## src/gpe_map.vh

```
/*
 * Address map, field positions and reset values of the two-port pin controller.
 * Assumes it is included by its bare name from every design file that needs it.
 */
`ifndef GPE_MAP_VH
`define GPE_MAP_VH

// ==========================================================
// address layout (byte offsets inside one port)
`define GPE_PORT_BIT      9
`define GPE_OFS_CTRL      9'h000
`define GPE_OFS_FSEL0     9'h010
`define GPE_OFS_FSEL1     9'h020
`define GPE_OFS_FSEL2     9'h030
`define GPE_OFS_OUTEN     9'h040
`define GPE_OFS_OUTVAL    9'h050
`define GPE_OFS_PINVAL    9'h060
`define GPE_OFS_PULLUP    9'h070
`define GPE_OFS_GLITCH    9'h0C0
`define GPE_OFS_EVENT     9'h180
`define GPE_OFS_FREEZE    9'h1A0
`define GPE_OFS_RELEASE   9'h1E0
`define GPE_OFS_FAULT     9'h1E4
`define GPE_OFS_ISTAT     9'h1F0
`define GPE_OFS_IMASK     9'h1F4
`define GPE_OFS_PINMAP    9'h1F8
`define GPE_OFS_REV       9'h1FC

// ==========================================================
// views of a multi-address register
`define GPE_VIEW_RW       2'h0
`define GPE_VIEW_SET      2'h1
`define GPE_VIEW_CLR      2'h2

// ==========================================================
// slot numbers of the lockable registers
`define GPE_NREG          9
`define GPE_SLOT_CTRL     4'h0
`define GPE_SLOT_FSEL0    4'h1
`define GPE_SLOT_FSEL1    4'h2
`define GPE_SLOT_FSEL2    4'h3
`define GPE_SLOT_OUTEN    4'h4
`define GPE_SLOT_OUTVAL   4'h5
`define GPE_SLOT_PULLUP   4'h6
`define GPE_SLOT_GLITCH   4'h7
`define GPE_SLOT_EVENT    4'h8
`define GPE_SLOT_NONE     4'hF

// ==========================================================
// release and fault register fields
`define GPE_KEY_HI        31
`define GPE_KEY_LO        24
`define GPE_KEY_VAL       8'hAA
`define GPE_RELOFS_HI     9
`define GPE_RELOFS_LO     0
`define GPE_FAULT_BIT     0

// ==========================================================
// reset values and fixed pin maps
`define GPE_P0_CTRL_RST   32'h004DFF5F
`define GPE_P0_FSEL0_RST  32'h00320020
`define GPE_P0_FSEL1_RST  32'h00020080
`define GPE_P0_FSEL2_RST  32'h00100800
`define GPE_P0_PULL_RST   32'h00000001
`define GPE_P0_GLITCH_RST 32'h007FFFFF
`define GPE_P0_PINMAP     32'h007FFFFF
`define GPE_P1_CTRL_RST   32'h00001FCF
`define GPE_P1_FSEL0_RST  32'h00000030
`define GPE_P1_FSEL1_RST  32'h00000030
`define GPE_P1_GLITCH_RST 32'h00001FFF
`define GPE_P1_PINMAP     32'h00001FFF
// arbitrary revision value, carries no meaning
`define GPE_REV_VAL       32'h00000123

`endif

```

## src/gpe_port_ctrl.v

```verilog
/*
 * Two-port pin controller: per-pin config registers with four views each,
 * per-pin freeze mask with keyed release, access fault flag, event outputs.
 * Assumes a single AHB-Lite master, whole-word single transfers, and pins
 * arriving asynchronously to clk.
 */
// How it works
// - a pin's event-enable bit lets its input changes out as event pulses, else none.
// - a pin whose freeze bit is one keeps its bit in each of the nine lockable registers of its port.
// - the freeze mask and its clear/toggle views are written only right after a good release.
// - the set view of the freeze mask is always writable.
// - the release offset carries the port offset, so it opens only that port's mask.
// - a release write with a key other than 0xAA in bits 31..24 opens no window and closes any open one.
// - the release register always reads zero.
// - a write that would change a frozen bit, or a write to an unopened protected register, sets the fault flag.
// - each port has a read-only 32-bit implemented-pin map.
// - the revision register is read-only and returns a fixed value.
// - two ports, each pin choosing one of eight functions.
// - registers reset to zero except the listed per-port values.
// - each pin's pull-up comes from its pull-up bit, or from the peripheral while its control bit is zero.
`timescale 1ns/1ns
`include "gpe_map.vh"
module gpe_port_ctrl (
    input  wire         clk,          // 100 MHz
    input  wire         srst,         // sync reset, high
    input  wire         hsel,         // slave select
    input  wire [31:0]  haddr,        // byte address
    input  wire [1:0]   htrans,       // transfer type
    input  wire         hwrite,       // write
    input  wire [2:0]   hsize,        // size, word only
    input  wire [31:0]  hwdata,       // write data
    input  wire         hready,       // bus ready
    output reg          hreadyout,    // slave ready
    output reg          hresp,        // always okay
    output reg  [31:0]  hrdata,       // read data
    input  wire [63:0]  pin_in,       // pin levels, async
    input  wire [63:0]  periph_out,   // peripheral drive value
    input  wire [63:0]  periph_oe,    // peripheral drive enable
    input  wire [63:0]  periph_pull,  // peripheral pull request
    output reg  [63:0]  pin_out_r,    // pin drive value
    output reg  [63:0]  pin_oe_r,     // pin drive enable
    output reg  [63:0]  pullup_r,     // pull-up enable
    output reg  [63:0]  pin_event_r,  // event pulses
    output reg  [191:0] func_sel_r,   // 3 bits per pin
    output reg          irq_r         // interrupt level
);

// ==========================================================
// helpers
function [3:0] slot_of;
    input [8:0] ofs;
    begin
        case ({ofs[8:4], 4'h0})
            `GPE_OFS_CTRL:   slot_of = `GPE_SLOT_CTRL;
            `GPE_OFS_FSEL0:  slot_of = `GPE_SLOT_FSEL0;
            `GPE_OFS_FSEL1:  slot_of = `GPE_SLOT_FSEL1;
            `GPE_OFS_FSEL2:  slot_of = `GPE_SLOT_FSEL2;
            `GPE_OFS_OUTEN:  slot_of = `GPE_SLOT_OUTEN;
            `GPE_OFS_OUTVAL: slot_of = `GPE_SLOT_OUTVAL;
            `GPE_OFS_PULLUP: slot_of = `GPE_SLOT_PULLUP;
            `GPE_OFS_GLITCH: slot_of = `GPE_SLOT_GLITCH;
            `GPE_OFS_EVENT:  slot_of = `GPE_SLOT_EVENT;
            default:         slot_of = `GPE_SLOT_NONE;
        endcase
    end
endfunction

function [31:0] view_apply;
    input [1:0]  view;
    input [31:0] old;
    input [31:0] wv;
    begin
        case (view)
            `GPE_VIEW_RW:  view_apply = wv;
            `GPE_VIEW_SET: view_apply = old | wv;
            `GPE_VIEW_CLR: view_apply = old & ~wv;
            default:       view_apply = old ^ wv;
        endcase
    end
endfunction

function [31:0] rst_val;
    input [4:0] s;
    begin
        case (s)
            5'h00:   rst_val = `GPE_P0_CTRL_RST;
            5'h01:   rst_val = `GPE_P0_FSEL0_RST;
            5'h02:   rst_val = `GPE_P0_FSEL1_RST;
            5'h03:   rst_val = `GPE_P0_FSEL2_RST;
            5'h06:   rst_val = `GPE_P0_PULL_RST;
            5'h07:   rst_val = `GPE_P0_GLITCH_RST;
            5'h09:   rst_val = `GPE_P1_CTRL_RST;
            5'h0A:   rst_val = `GPE_P1_FSEL0_RST;
            5'h0B:   rst_val = `GPE_P1_FSEL1_RST;
            5'h10:   rst_val = `GPE_P1_GLITCH_RST;
            default: rst_val = 32'h00000000;
        endcase
    end
endfunction

function [31:0] pin_map;
    input p;
    begin
        pin_map = p ? `GPE_P1_PINMAP : `GPE_P0_PINMAP;
    end
endfunction

function [4:0] slot_idx;
    input       p;
    input [3:0] s;
    begin
        slot_idx = (p ? 5'd9 : 5'd0) + {1'b0, s};
    end
endfunction

// ==========================================================
// state
reg  [31:0] cfg_r [0:17];        // 9 lockable registers per port
reg  [31:0] frz_r [0:1];         // freeze mask per port
reg  [1:0]  fault_r;             // access fault flag per port
reg  [1:0]  istat_r;             // sticky irq status per port
reg  [1:0]  imask_r;             // irq mask per port
reg         win_r;               // release window open
reg  [9:0]  win_ofs_r;           // offset the window opens
reg         dp_r;                // data phase pending
reg         wr_r;
reg  [7:0]  adr_r;               // haddr[9:2] of data phase
reg  [63:0] s1_r;
reg  [63:0] s2_r;
reg  [63:0] s3_r;

// ==========================================================
// data phase decode
reg         prt;
reg  [8:0]  ofs;
reg  [9:0]  full_ofs;
reg  [1:0]  view;
reg  [3:0]  slot;
reg  [4:0]  sidx;
reg  [31:0] old_v;
reg  [31:0] wv;
reg  [31:0] calc_v;
reg  [31:0] cfg_nxt;
reg         cfg_we;
reg         frz_hit;
reg         frz_ok;
reg  [31:0] frz_nxt;
reg         frz_we;
reg         rel_ok;
reg         fault_ev;
reg         fault_clr;
reg         do_wr;
reg  [31:0] rd_v;
integer     k;

always @* begin
    prt      = adr_r[7];
    ofs      = {adr_r[6:0], 2'b00};
    full_ofs = {adr_r, 2'b00};
    view     = adr_r[1:0];
    slot     = slot_of(ofs);
    sidx     = slot_idx(prt, slot);
    do_wr    = dp_r & wr_r;
    old_v    = (slot != `GPE_SLOT_NONE) ? cfg_r[sidx] : 32'h00000000;
    wv       = hwdata & pin_map(prt);
    calc_v   = view_apply(view, old_v, wv);
    cfg_nxt  = (old_v & frz_r[prt]) | (calc_v & ~frz_r[prt]);
    cfg_we   = do_wr & (slot != `GPE_SLOT_NONE);
    frz_hit  = ({ofs[8:4], 4'h0} == `GPE_OFS_FREEZE);
    frz_ok   = (view == `GPE_VIEW_SET)
             | (win_r & (win_ofs_r == full_ofs));
    frz_nxt  = view_apply(view, frz_r[prt], wv);
    frz_we   = do_wr & frz_hit & frz_ok;
    rel_ok   = do_wr & (ofs == `GPE_OFS_RELEASE)
             & (hwdata[`GPE_KEY_HI:`GPE_KEY_LO] == `GPE_KEY_VAL)
             & (hwdata[`GPE_RELOFS_HI] == prt);
    fault_ev = (cfg_we & (|((calc_v ^ old_v) & frz_r[prt])))
             | (do_wr & frz_hit & ~frz_ok);
    fault_clr = do_wr & (ofs == `GPE_OFS_FAULT) & ~hwdata[`GPE_FAULT_BIT];
    rd_v = 32'h00000000;
    if (slot != `GPE_SLOT_NONE)
        rd_v = old_v;
    else if ({ofs[8:4], 4'h0} == `GPE_OFS_PINVAL)
        rd_v = prt ? s2_r[63:32] : s2_r[31:0];
    else if (frz_hit)
        rd_v = frz_r[prt];
    else begin
        case (ofs)
            `GPE_OFS_FAULT:  rd_v = {31'h0, fault_r[prt]};
            `GPE_OFS_ISTAT:  rd_v = {31'h0, istat_r[prt]};
            `GPE_OFS_IMASK:  rd_v = {31'h0, imask_r[prt]};
            `GPE_OFS_PINMAP: rd_v = pin_map(prt);
            `GPE_OFS_REV:    rd_v = `GPE_REV_VAL;
            default:         rd_v = 32'h00000000;
        endcase
    end
end

// ==========================================================
// bus slave and registers
// one wait state per transfer, so a read never sees a stale word
always @(posedge clk) begin
    if (srst) begin
        hreadyout <= 1'b1;
        hresp     <= 1'b0;
        hrdata    <= 32'h00000000;
        dp_r      <= 1'b0;
        wr_r      <= 1'b0;
        adr_r     <= 8'h00;
        win_r     <= 1'b0;
        win_ofs_r <= 10'h000;
        fault_r   <= 2'b00;
        istat_r   <= 2'b00;
        imask_r   <= 2'b00;
        frz_r[0]  <= 32'h00000000;
        frz_r[1]  <= 32'h00000000;
        for (k = 0; k < 2 * `GPE_NREG; k = k + 1)
            cfg_r[k] <= rst_val(k[4:0]);
    end else begin
        hresp <= 1'b0;
        if (hreadyout & hsel & hready & htrans[1]) begin
            dp_r      <= 1'b1;
            wr_r      <= hwrite;
            adr_r     <= haddr[9:2];
            hreadyout <= 1'b0;
        end else begin
            dp_r      <= 1'b0;
            hreadyout <= 1'b1;
        end
        if (dp_r) begin
            hrdata <= wr_r ? 32'h00000000 : rd_v;
            win_r  <= rel_ok;
            if (rel_ok)
                win_ofs_r <= hwdata[`GPE_RELOFS_HI:`GPE_RELOFS_LO];
        end
        if (cfg_we)
            cfg_r[sidx] <= cfg_nxt;
        if (frz_we)
            frz_r[prt] <= frz_nxt;
        if (do_wr & (ofs == `GPE_OFS_IMASK))
            imask_r[prt] <= hwdata[0];
        for (k = 0; k < 2; k = k + 1) begin
            // set wins over a clear in the same cycle
            fault_r[k] <= (fault_ev & (prt == k[0]))
                        | (fault_r[k] & ~(fault_clr & (prt == k[0])));
            istat_r[k] <= (fault_ev & (prt == k[0]))
                        | (istat_r[k] & ~(dp_r & ~wr_r & (prt == k[0])
                                        & (ofs == `GPE_OFS_ISTAT)));
        end
    end
end

// ==========================================================
// pin side
reg [63:0] ctrl_v;
reg [63:0] ev_v;
always @* begin
    ctrl_v = {cfg_r[slot_idx(1'b1, `GPE_SLOT_CTRL)], cfg_r[slot_idx(1'b0, `GPE_SLOT_CTRL)]};
    ev_v   = {cfg_r[slot_idx(1'b1, `GPE_SLOT_EVENT)], cfg_r[slot_idx(1'b0, `GPE_SLOT_EVENT)]};
end

genvar g;
generate
    for (g = 0; g < 64; g = g + 1) begin : g_pin
        // port number of this pin, one bit so the slot index is not cut silently
        localparam g_port = (g >= 32) ? 1'b1 : 1'b0;
        always @(posedge clk) begin
            if (srst) begin
                pin_out_r[g]          <= 1'b0;
                pin_oe_r[g]           <= 1'b0;
                pullup_r[g]           <= 1'b0;
                func_sel_r[3*g+2:3*g] <= 3'h0;
            end else begin
                pin_out_r[g] <= ctrl_v[g] ? cfg_r[slot_idx(g_port, `GPE_SLOT_OUTVAL)][g % 32]
                                          : periph_out[g];
                pin_oe_r[g]  <= ctrl_v[g] ? cfg_r[slot_idx(g_port, `GPE_SLOT_OUTEN)][g % 32]
                                          : periph_oe[g];
                pullup_r[g]  <= cfg_r[slot_idx(g_port, `GPE_SLOT_PULLUP)][g % 32]
                              | (~ctrl_v[g] & periph_pull[g]);
                func_sel_r[3*g+2:3*g] <= {cfg_r[slot_idx(g_port, `GPE_SLOT_FSEL2)][g % 32],
                                          cfg_r[slot_idx(g_port, `GPE_SLOT_FSEL1)][g % 32],
                                          cfg_r[slot_idx(g_port, `GPE_SLOT_FSEL0)][g % 32]};
            end
        end
    end
endgenerate

// s1_r is read only by s2_r; the chain keeps sampling through reset so a
// pin that already sits high at release gives no false edge
always @(posedge clk) begin
    s1_r <= pin_in;
    s2_r <= s1_r;
    s3_r <= s2_r;
end

always @(posedge clk) begin
    if (srst) begin
        pin_event_r <= 64'h0;
        irq_r       <= 1'b0;
    end else begin
        pin_event_r <= (s2_r ^ s3_r) & ev_v;
        irq_r       <= |(istat_r & imask_r);
    end
end

endmodule // gpe_port_ctrl

```

## config.mk

```make
export PLATFORM = sky130hd
export DESIGN_NAME = gpe_port_ctrl
export DESIGN_NICKNAME = d
export VERILOG_FILES = /design/src/gpe_port_ctrl.v
export VERILOG_INCLUDE_DIRS = /design/src
export SDC_FILE = /design/constraint.sdc
export NUM_CORES = 2
export LEC_CHECK = 0
export BUFFER_PORTS_ARGS = -buffer_cell sky130_fd_sc_hd__buf_2
export CAP_MARGIN = 10
export CORE_UTILIZATION = 52
export CTS_CLUSTER_DIAMETER = 30
export CTS_CLUSTER_SIZE = 14
export DETAILED_ROUTE_END_ITERATION = 8
export GPL_TIMING_DRIVEN = 1
export PLACE_DENSITY_LB_ADDON = 0.15
export SETUP_SLACK_MARGIN = 0.02
export SLEW_MARGIN = 25
export SYNTH_ARGS = -nofsm -noshare
export SYNTH_HDL_FRONTEND = slang
export SYNTH_SLANG_ARGS = --single-unit
```

## constraint.sdc

```tcl
create_clock -name clk -period 14.06 [get_ports clk]
set_input_delay 1.406 -clock clk [delete_from_list [all_inputs] [get_ports clk]]
set_output_delay 1.406 -clock clk [all_outputs]
set_load 0.02 [all_outputs]
```

==> out/metrics.cfg <==
[final_layout]
fin_nets=6627
layout_common_cells=edfxtp_1, nor2_1, buf_2, dfxtp_1, clkbuf_16
syn_to_final_growth_pct=26.1
num-fill-cells=9717
fin_cells=8270
seq_area_sq_um=46700
multi_input_comb_area_sq_um=21400
final_common_cell=edfxtp_1
drive_gt1_share_pct=28.8

[detailed_routing]
vias_per_cell=6.02
antenna_left=0
wl_met2_um=116000
firstDrtPassIters=7
drt_iter0_markers=6726
drc=0
wirelength_um=258000
top_layer=met5
drt-met1-wl_um=93100
wl_met3_um=33300
wire_per_inst_um=31.2
num_vias=49800

[min_path]
holdPathStages=0
hp-class=flip-flop to flip-flop

[global_routing]
grt_pass1_vias=47300
antenna_found_initial=25
grt_pass1_wl_um=354000
gr-total-overflow=0
grt_max_degree=141
grt_use_total_pct=37.2

[job]
max_cap_viol_count=0

[synthesis]
synth_edf_count=1088
synth_area_sq_um=70000
async_flop_share_pct=0
avgSynthCellArea_sq_um=13.4
synth_cell_types=105
yosys_register_bits=1790
synthCells=5241
yosys_warnings=0
syn_nets=5666
yosysSeqAreaShare_pct=66.7
synth_flop_cell=edfxtp_1

[cts]
hold_buffers=0
cts_buffers=363
clock-sinks=1790
cts_root_buffer=clkbuf_16
cts_tree=built
insertion_delay_ps=940
cts_resized=0
path_clk_slew_ps=50
cts_post_setup_buffers_inserted=0
ctsHtreeMaxLevel=5
clockBufferDepth=4

[floorplanning]
io_pins=813
dieHeight_um=369
initial_utilization_pct=52.5
fp.dieArea_sq_um=136000
rows=134
core_sq_um=133000
die_w_um=369

[setup_path]
end_kind=flip-flop
critPathMaxFanout=43
worst_ep_arrival_time_ps=9090
r2r_slack_ps=5700
reg2reg_from=adr_r[5]
path_class=flip-flop to flip-flop
cp-endpoint=istat_r[0]
start_kind=flip-flop
critPathLaunch=adr_r[5]
rr_endpoint=istat_r[0]
r2r_cells=22
cp.required_ps=14790

[timing]
fmax_ghz=0.120
rsz0062_at_grt=no
finalHoldViolations=0
clock_skew_ps=91.7
fin_setup_tns_ps=0
setup_viol=0
fin_crit_ps=8360
max-slew-margin-rel_pct=22.0
fin_crit_sh_pct=59.5
worst_pin_slew_ps=1170
drv_slew=0

[power]
p_total_mw=15.4
pwr_density_cell_nw_per_um2=174
p_leak_nw=34.6
ir_drop_mv=0.113

[placement]
dp_hpwl_um=173000
numPortBuffers=782
place_congestion=0.948
post-place-cells=7604

[run_status]
outcome=finished, final reports clean

[synthesized netlist by cell type, drive strengths merged, types with 13 or more instances]
| cell type | count | area [sq um] |
|---|---|---|
| nor2 | 883 | 3340 |
| a22o | 14 | 123 |
| inv | 173 | 649 |
| a211oi | 53 | 403 |
| nor2b | 209 | 1310 |
| ha | 95 | 1190 |
| edfxtp | 1088 | 32700 |
| nand3 | 38 | 190 |
| nand2b | 22 | 138 |
| mux4 | 217 | 4890 |
| and2 | 13 | 81.3 |
| xor2 | 78 | 702 |
| nand2 | 324 | 1220 |
| o21ai | 78 | 432 |
| buf | 128 | 783 |
| mux2i | 234 | 2350 |
| o22ai | 49 | 307 |
| dfxtp | 702 | 14100 |
| a21oi | 235 | 1190 |
| o211ai | 45 | 383 |
| clkbuf | 198 | 744 |
| o221ai | 17 | 149 |
| and3 | 101 | 632 |
| nor3 | 31 | 175 |
| mux2 | 19 | 214 |
| a22oi | 47 | 358 |
[layout make-up]
cell class | instances | area share, %
Clock buffer | 447 | 11.3
Antenna cell | 10 | 0.0283
Clock inverter | 208 | 2.56
Tap cell | 1768 | 2.51
Multi-Input combinational cell | 2951 | 24.2
Timing Repair Buffer | 922 | 5.65
Sequential cell | 1790 | 52.9
Inverter | 174 | 0.743
[where the power goes]
part / switching (mW) / leakage [nW] / internal (mW)
registers: 0.102 / 15.9 / 5.69
clock network: 2.81 / 5.99 / 5.72
logic: 0.715 / 12.7 / 0.339
[flip-flops by register name (all words and copies together), names as in the netlist, 2 cells and up, named ones only]
signal / count
pin_out_r: 64
adr_r: 8
pin_oe_r: 64
imask_r: 2
pin_event_r: 64
fault_r: 2
frz_r: 64
s2_r: 64
s3_r: 64
hrdata: 32
win_ofs_r: 10
s1_r: 64
func_sel_r: 192
pullup_r: 64
istat_r: 2
cfg_r: 1024
[layer usage]
metal	global-route usage (%)	vias to the layer above
met3	11.4	679
met2	56.3	3360
met4	19.9	18
met5	0	-
li1	-	20900
met1	48.1	24900
[how the worst min path moves through the flow]
stage             start  slack [ps]  endpoint
2_1_floorplan   s1_r[0]         310   s2_r[0]
3_3_place_gp   s1_r[35]         310  s2_r[35]
3_5_place_dp   s1_r[27]         310  s2_r[27]
4_1_cts        s1_r[35]         310  s2_r[35]
5_1_grt        s1_r[35]         310  s2_r[35]
6_report       s1_r[35]         300  s2_r[35]
[stage by stage]
stage          worst slack (ps)  hold slack [ps]  util, %  cell area [sq um]
3_5_place_dp               5900              312     56.9              76000
4_1_cts                    5890              307     66.1              88200
6_report                   5700              304     66.1              88300
5_1_grt                    5230              306     66.1              88300
2_1_floorplan              8530              310        -              70000
3_3_place_gp               5960              312     56.9              75900
[kinds of logic (layout without fill, tap and decap cells)]
family,after synthesis,after routing,synth area share [%]
buf+inv,500,1751,3.11
flops,1790,1790,66.7
xor+xnor,85,85,1.12
compound gates,632,632,6.07
other cells,1,11,0.00536
mux,470,470,10.6
simple gates,1668,1668,10.6
fa+ha+maj,95,95,1.70
[worst max-delay path, stage by stage (launching register included)]
cell       delay [ps]
dfxtp_1           700
nand3b_1          250
a21oi_1           200
nor2_1             60
o22a_1            230
ha_4              590
buf_4             570
buf_4             700
buf_4             760
mux4_2            620
a22o_1            250
a221oi_1          660
o21bai_1          430
inv_1             190
ha_1              240
nand2_1            70
o21ai_0           100
a21oi_1           260
nor2_1             60
mux2i_1           280
o2111ai_1         350
nor4b_1           400
a21oi_1           110
No activity file was read; power rests on OpenSTA's default activity.
